File: src/hdl/config_word_one_map.svh
// Constants for the first configuration word: field positions, erased value, array tops.
// Assumes inclusion by bare name from the design modules.
`ifndef CONFIG_WORD_ONE_MAP_SVH
`define CONFIG_WORD_ONE_MAP_SVH

`define CW1_WIDTH 14
`define CW1_OFFSET 1'h0
`define CW1_ERASED 14'h3fff
// Bits that always read as one: 11, 10, 7 and 2.
`define CW1_UNIMPL_MASK 14'h0c84
`define CW1_BIT_PLL 12
`define CW1_BIT_BOR_HI 9
`define CW1_BIT_BOR_LO 8
`define CW1_BIT_PROTECT 6
`define CW1_BIT_RESET_SEL 5
`define CW1_BIT_POWERUP_DELAY_N 4
`define CW1_BIT_WATCHDOG 3
`define CW1_BIT_OSC_HI 1
`define CW1_BIT_OSC_LO 0
`define CW1_TOP_SMALL 12'h7ff
`define CW1_TOP_LARGE 12'hfff
`define CW1_FREQ_LOW_KHZ 500
`define CW1_FREQ_HIGH_KHZ 16000
`define CW1_FREQ_MULT 32

`endif

File: src/hdl/config_word_one_pkg.sv
// Types shared by the configuration decode files.
// Assumes nothing beyond the map header.
package config_word_one_pkg;
	typedef enum logic [1:0] {
		LOAD_IDLE = 2'b00,
		LOAD_BUSY = 2'b01,
		LOAD_DONE = 2'b10
	} load_state_t;
	typedef logic [13:0] cfg_word_t;
endpackage

File: src/hdl/prot_range_check.sv
// Code-protection address check for program memory.
// Assumes the address comes from the same clock domain as the caller.
`timescale 1ns/1ps
`include "config_word_one_map.svh"
module prot_range_check (
	input wire logic large_array,
	input wire logic protect_on,
	input wire logic [11:0] addr,
	output logic addr_protected
);
	logic [11:0] top;
	// Protection runs from address zero to the top of the fitted array.
	always_comb begin
		top = large_array ? `CW1_TOP_LARGE : `CW1_TOP_SMALL;
		addr_protected = protect_on && (addr <= top);
	end
endmodule

File: src/hdl/config_word_one_decode.sv
// Holds and decodes the first configuration word into device controls.
// Assumes the word is loaded once after reset from configuration memory.
//
// Notes on behaviour
// Unimplemented bits 11, 10, 7 and 2 always read as one.
// Protect bit clear protects memory from zero to array top.
// Reset select set: pin is external reset, weak pull-up on.
// Reset select clear: pin is digital input only, pull-up off.
// Power-up delay timer runs when its enable bit is zero.
// Watchdog runs when its enable bit is one.
// Frequency bit picks 500 kHz or 16 MHz oscillator output.
`timescale 1ns/1ps
`include "config_word_one_map.svh"
module config_word_one_decode (
	input wire logic ref_clk,
	input wire logic sys_rst,
	input wire logic clk_en,
	input wire logic large_array,
	input wire logic cfg_load,
	input wire logic [13:0] cfg_data,
	input wire logic reg_addr,
	input wire logic [13:0] reg_wdata,
	input wire logic reg_wr,
	input wire logic reg_rd,
	output logic [13:0] reg_rdata,
	input wire logic pin_level,
	input wire logic [11:0] fetch_addr,
	output logic fetch_protected,
	output logic flash_read_protect,
	output logic external_reset_input_n,
	output logic reset_pin_pullup,
	output logic digital_input_level,
	output logic powerup_delay_timer_en,
	output logic watchdog_counter_en,
	output logic osc_full_rate,
	output logic [1:0] osc_select,
	output logic [1:0] bor_mode,
	output logic cfg_valid
);
	config_word_one_pkg::cfg_word_t word_reg, word_next;
	config_word_one_pkg::load_state_t state_reg, state_next;
	logic [13:0] rdata_reg, rdata_next;
	logic [13:0] word_view;

	// Stored word with unimplemented positions forced high.
	assign word_view = word_reg | `CW1_UNIMPL_MASK;

	// Next-state logic: load from memory, or a programmer write.
	always_comb begin
		word_next = word_reg;
		state_next = state_reg;
		rdata_next = rdata_reg;
		case (state_reg)
			config_word_one_pkg::LOAD_IDLE: begin
				state_next = config_word_one_pkg::LOAD_BUSY;
			end
			config_word_one_pkg::LOAD_BUSY: begin
				if (cfg_load) begin
					word_next = cfg_data;
					state_next = config_word_one_pkg::LOAD_DONE;
				end
			end
			config_word_one_pkg::LOAD_DONE: begin
				if (reg_wr && reg_addr == `CW1_OFFSET) begin
					word_next = reg_wdata;
				end
			end
			default: begin
				state_next = config_word_one_pkg::LOAD_IDLE;
			end
		endcase
		if (reg_rd) begin
			rdata_next = (reg_addr == `CW1_OFFSET) ? word_view : 14'h0000;
		end else begin
			rdata_next = 14'h0000;
		end
	end

	// Registers; the erased word stands until a load arrives.
	always_ff @(posedge ref_clk) begin
		if (sys_rst) begin
			word_reg <= `CW1_ERASED;
			state_reg <= config_word_one_pkg::LOAD_IDLE;
			rdata_reg <= 14'h0000;
		end else if (clk_en) begin
			word_reg <= word_next;
			state_reg <= state_next;
			rdata_reg <= rdata_next;
		end
	end

	assign reg_rdata = rdata_reg;
	assign cfg_valid = (state_reg == config_word_one_pkg::LOAD_DONE);

	// Field decode into device controls.
	always_comb begin
		flash_read_protect = !word_view[`CW1_BIT_PROTECT];
		external_reset_input_n = word_view[`CW1_BIT_RESET_SEL] ? pin_level : 1'b1;
		reset_pin_pullup = word_view[`CW1_BIT_RESET_SEL];
		digital_input_level = word_view[`CW1_BIT_RESET_SEL] ? 1'b0 : pin_level;
		powerup_delay_timer_en = !word_view[`CW1_BIT_POWERUP_DELAY_N];
		watchdog_counter_en = word_view[`CW1_BIT_WATCHDOG];
		osc_full_rate = word_view[`CW1_BIT_PLL];
		osc_select = word_view[`CW1_BIT_OSC_HI:`CW1_BIT_OSC_LO];
		bor_mode = word_view[`CW1_BIT_BOR_HI:`CW1_BIT_BOR_LO];
	end

	// Address check against the protected range.
	prot_range_check prot_range_check_inst (
		.large_array(large_array),
		.protect_on(flash_read_protect),
		.addr(fetch_addr),
		.addr_protected(fetch_protected)
	);
endmodule

File: config.mk
export PLATFORM = sky130hd
export DESIGN_NAME = config_word_one_decode
export DESIGN_NICKNAME = d
export VERILOG_FILES = /design/src/hdl/config_word_one_pkg.sv /design/src/hdl/prot_range_check.sv /design/src/hdl/config_word_one_decode.sv
export VERILOG_INCLUDE_DIRS = /design/src /design/src/hdl
export SDC_FILE = /design/constraint.sdc
export NUM_CORES = 1
export LEC_CHECK = 0
export BUFFER_PORTS_ARGS = -buffer_cell sky130_fd_sc_hd__buf_2
export CAP_MARGIN = 20
export CELL_PAD_IN_SITES_DETAIL_PLACEMENT = 1
export CELL_PAD_IN_SITES_GLOBAL_PLACEMENT = 1
export CORE_ASPECT_RATIO = 0.7
export CORE_MARGIN = 10
export CORE_UTILIZATION = 31
export DETAILED_ROUTE_END_ITERATION = 12
export PLACE_DENSITY_LB_ADDON = 0.1
export RECOVER_POWER = 25
export SETUP_SLACK_MARGIN = 0.4
export SLEW_MARGIN = 30
export SYNTH_ARGS = -nofsm -noshare
export SYNTH_HDL_FRONTEND = slang
export SYNTH_SLANG_ARGS = --single-unit
export TNS_END_PERCENT = 5
File: constraint.sdc
create_clock -name ref_clk -period 3.1 [get_ports ref_clk]
set_clock_uncertainty 0.15 [all_clocks]
set_input_delay 0 -clock ref_clk [delete_from_list [all_inputs] [get_ports ref_clk]]
set_output_delay 0 -clock ref_clk [all_outputs]
set_load 0.01 [all_outputs]
# Word-level counts from Yosys, hierarchy flattened

Index checks and enable logic that the tools add are counted.

Register bits after elaboration: 30
Bits in latches: 0
Memory bits (writable): 0
ROM bits: 0
Output and inout port bits: 27
Word-level logic and storage cells: 28
Memories kept: 0

$add $sub $neg: 0
$mul: 0
Div/mod/pow operators: 0
Magnitude comparators: 1
Equality and inequality tests: 4
Shift operators: 0
Muxes and demuxes: 10
Bitwise operators: 2
Reductions and logical operators: 8

Operators by type and width:

| cell                                                | number |
|---|---|
| 2-to-1 mux 14 bit                                   | 4 |
| case mux 14 bit (2 select lines)                    | 1 |
| less-or-equal comparator 12 bit                     | 1 |
| 2-to-1 mux 12 bit                                   | 1 |
| case mux 2 bit (3 select lines)                     | 1 |
| AND reduction 4 bit                                 | 1 |
| AND reduction 3 bit                                 | 1 |
| equality test 2 x 1 -> 1 bit, second input constant | 1 |
| equality test 2 bit, second input constant          | 1 |
| logical AND 1 bit                                   | 2 |
| zero test 1 bit                                     | 2 |
| zero test 2 bit                                     | 1 |
| 2-to-1 mux 1 bit                                    | 2 |
| 2-to-1 mux 2 bit                                    | 1 |
| != test 2 x 1 -> 1 bit, second input constant       | 1 |
| != test 2 bit, second input constant                | 1 |
| NOT 1 bit                                           | 2 |
| nonzero test 2 bit                                  | 1 |

# Longest topological paths before layout

Depth after elaboration: 4
Gate-level depth with buffers: 5

# Cells and area by module

From an unflattened synthesis, not the netlist that was laid out.

Cell total of the unflattened synthesis: 128
Area, all modules: 1163.6 um^2

Modules (own cells, without submodules):

| module                 | times used | cells an instance | area an instance (um^2) | seq. area each (um^2) |
|---|---|---|---|---|
| config_word_one_decode | 1          | 120               | 1102.3                  | 460.4 |
| prot_range_check       | 1          | 8                 | 61.3                    | 0.0 |

# Worst setup path after synthesis

No wires, ideal clock.

Path type: flip-flop to flip-flop
Start point: register state_reg[1]
End point: register word_reg[0]
Setup time: 0.072 ns
Arrival time: 1.010 ns
Slack: 1.868 ns
Cell stages (with the launch flop): 5
Period minus slack after synthesis: 1.232 ns
Cell sequence: dfxtp_1 > and3b_1 > o21ai_2 > buf_6 > mux2i_1

Longest elaborated chain between the ends: 3
Elaborated cells between the ends (all ways): 7
Classes of those cells: 4 x eq/ne; 1 x mux; 2 x reduce/logical

RTL lines:

| item                                                                       | line                         | RTL |
|---|---|---|
| from (decl)                                                                | config_word_one_decode.sv:41 | `config_word_one_pkg::load_state_t state_reg, state_next;` |
| from (signal assigned)                                                     | config_word_one_decode.sv:83 | `state_reg <= config_word_one_pkg::LOAD_IDLE;` |
| from (signal assigned)                                                     | config_word_one_decode.sv:87 | `state_reg <= state_next;` |
| equality test 2 bit / equality test 2 x 1 -> 1 bit (equally long branches) | config_word_one_decode.sv:53 | `case (state_reg)` |
| != test 2 x 1 -> 1 bit (no line) (tied with other cells)                   | -                            |  |
| AND reduction 4 bit (no line)                                              | -                            |  |
| to (signal assigned)                                                       | config_word_one_decode.sv:82 | `` word_reg <= `CW1_ERASED; `` |
| to (signal assigned)                                                       | config_word_one_decode.sv:86 | `word_reg <= word_next;` |
| to (decl)                                                                  | config_word_one_decode.sv:40 | `config_word_one_pkg::cfg_word_t word_reg, word_next;` |

Parallel ways exist; a longest one is shown, timed or not.
A chain may end at the register's enable or synchronous reset.

# Final worst setup path

Start point: register state_reg[1]
End point: register word_reg[13]

The elaborated chain is that of the path after synthesis.

==> impl_metrics.yaml <==
clock_tree:
  cts-buffers-inserted: 3
  cts.sinks: 23
  cts-root-buf: "clkbuf_8"
  cts_tree: "done"
  clk_pin_slew_worst_paths_ns: 0.08
  h-tree-depth: 1
  worstSkewPairLatency_ns: 0.26
  postCtsSetupRepairBufs: 0
  clockBufferDepth: 2
power:
  p_sw_uw: 153
  sw_frac_of_total_pct: 24.9
  pwr-share-comb_pct: 18.1
  vdd_drop_max_uv: 152
  seq_power_share_pct: 52.2
  power_frac_clock_pct: 29.7
  power_density_mw_per_mm2: 376
  p_total_uw: 613
  p_int_uw: 460
  leakagePower_nw: 0.845
logic_synthesis:
  yosys.area.top_type: "dfxtp_1"
  yosysWarnings: 0
  yosys.area.top_type_share_pct: 40.1
  seq_area_frac_synth_pct: 40.1
  synth.area.top_cells: "dfxtp_1 40%, mux2i_1 9.6%, and3b_1 9.2%"
  synth_seq_cells: 23
  syn_avg_cell_area_um2: 9.04
  synth_cell_types: 21
  synth_nets: 177
  synthesis.area_mm2: 0.00115
  synth_cells: 127
floorplanning:
  rows: 18
  ios: 76
  core_area_mm2: 0.00354
  die_area_mm2: 0.00658
  start_util_pct: 32.5
  die_height_um: 70.9
  die_w_um: 92.8
final_layout:
  layout_common_cells: "55 x buf_2, 23 x nor2_1, 23 x dfxtp_1"
  antenna_cells: 0
  drive_above_1_share_pct: 29.9
  largest_reg_flops: 11
  final_common_cell: "buf_2"
  num-nets-final: 248
  area_growth_pct: 41.9
placed_design:
  numPortBuffers: 67
  dp_hpwl_mm: 2.97
  place_ws_ns: 1.13
  globalplace.congestion: 0.716
setup_path:
  worstPathMaxFanout: 16
  cp_slowest_cell: "dfxtp_1"
  cp.arrival_ns: 2.23
  slowest_delay_ns: 0.62
  critical_path.startpoint: "state_reg[1]$_SDFFE_PP0P_"
  worst-setup-path-type: "flop to flop"
  path_cells: "nand2b_1 -> a211oi_1 -> dlygate4sd3_1 -> mux2i_1"
  critPathBufInv: 1
  critPathTopFamily: "flip-flops"
  rr_startpoint: "state_reg[1]$_SDFFE_PP0P_"
  start_kind: "flop"
  end_kind: "flop"
  cp.required_ns: 3.07
routing:
  drt_iter0_drc: 13
  via_per_inst: 4.68
  wire_per_inst_um: 15.8
  ant_nets: 0
  drt_wl_total_mm: 3.89
  vias: 1156
  dr.pass1.iters: 4
  drc: 0
status:
  outcome: "finished, final reports clean"
timing:
  layout_min_cycle_time_ns: 2.25
  slew_headroom_pct: 50.4
  whs_ns: 0.00426
  fmax_mhz: 444
  tightest_slew_ns: 0.743
  hold_viol: 0
  setup_violations: 0
  finalSetupTns_ns: 0
  finalMaxSlewViolations: 0
  period_share_pct: 72.7
  setup_slack_ns: 0.846
  rsz0062_at_grt: "no"
grt:
  grt-ovfl-total: 0
  grt_pass1_vias: 1280
  grt_pass1_wl_mm: 6.25
  grt_usage_pct: 11.7
  antenna_found_initial: 0
  grt_max_degree: 34
flow_run:
  cap_violations: 0
worst_hold_path:
  hold_path_class: "input port to flop"
  min_from: "reg_wdata[9]"
## routing by layer
layer | track usage (%) | up-vias | wire (um)
met1 | 11.8 | 533 | 1550
met3 | 6.22 | 6 | 296
met2 | 20.9 | 36 | 1980
met5 | 0 | - | 0
li1 | - | 581 | -
met4 | 3.07 | 0 | 71
## per-stage QoR
stage | cells | instance area, um^2 | utilization, %
2_1_floorplan | 127 | 1150 | -
3_3_place_gp | 227 | 1440 | 40.7
3_5_place_dp | 227 | 1440 | 40.7
4_1_cts | 247 | 1650 | 46.5
5_1_grt | 247 | 1630 | 46.1
6_report | 247 | 1630 | 46.1
## worst min-delay path, cell delays in order
cell,delay [ns]
buf_2,0.07
and3b_1,0.15
a211oi_1,0.05
mux2i_1,0.10
## cell usage after synthesis
cell type	count
clkbuf_1	4
nor2_1	23
nand2_1	1
buf_6	1
a22oi_1	10
and3b_1	12
and4b_1	1
inv_1	5
and4bb_1	1
nand4_1	3
or3_1	1
buf_2	4
a21oi_1	4
ha_1	1
o21ai_2	1
a211oi_1	10
nand2b_1	2
buf_4	8
mux2i_1	11
dfxtp_1	23
nor2b_1	1
## power groups by stage
| stage | combinational [mW] | clock (mW) | sequential [mW] |
|---|---|---|---|
| after CTS | 0.115 | 0.192 | 0.320 |
| final | 0.111 | 0.182 | 0.320 |
| after floorplan | 0.0558 | 0 | 0.324 |
| after detailed placement | 0.0971 | 0 | 0.327 |
| after global placement | 0.0933 | 0 | 0.326 |
| after global routing | 0.125 | 0.205 | 0.323 |
## path summary, 6_finish.rpt
kind / endpoint / slack, ns / cells past startpoint
setup / recovery: word_reg[13]$_SDFFE_PP1P_ / 0.85 / 4
hold / removal: word_reg[9]$_SDFFE_PP1P_ / 0.004 / 4
setup reg to reg: word_reg[13]$_SDFFE_PP1P_ / 0.85 / 4
hold reg to reg: reg_rdata[13]$_SDFFE_PP0P_ / 0.36 / 2
## cell type report
cell class	instances	area, um^2
clock buffer	4	45.0
fill	448	1910
inverter	5	18.8
multi-input combinational	82	563
sequential	23	460
tap	50	62.6
timing repair buffer	83	480
## what timing repair did
action / CTS / global route
endpoints found under the hold margin: 12 / 0
hold buffers: 16 / 0
gates resized for setup: 0 / 0
## logic make-up (layout without fill, tap and decap cells)
group	count (synthesis)	in the layout	synth area share, %
and+or+nand+nor	45	45	22.8
AOI/OAI and AO/OA	25	25	15.6
DFF	23	23	40.1
buffers and inverters	22	92	10.9
muxes	11	11	9.59
adders and majority gates	1	1	1.09
(Power assumes the default switching activity.)
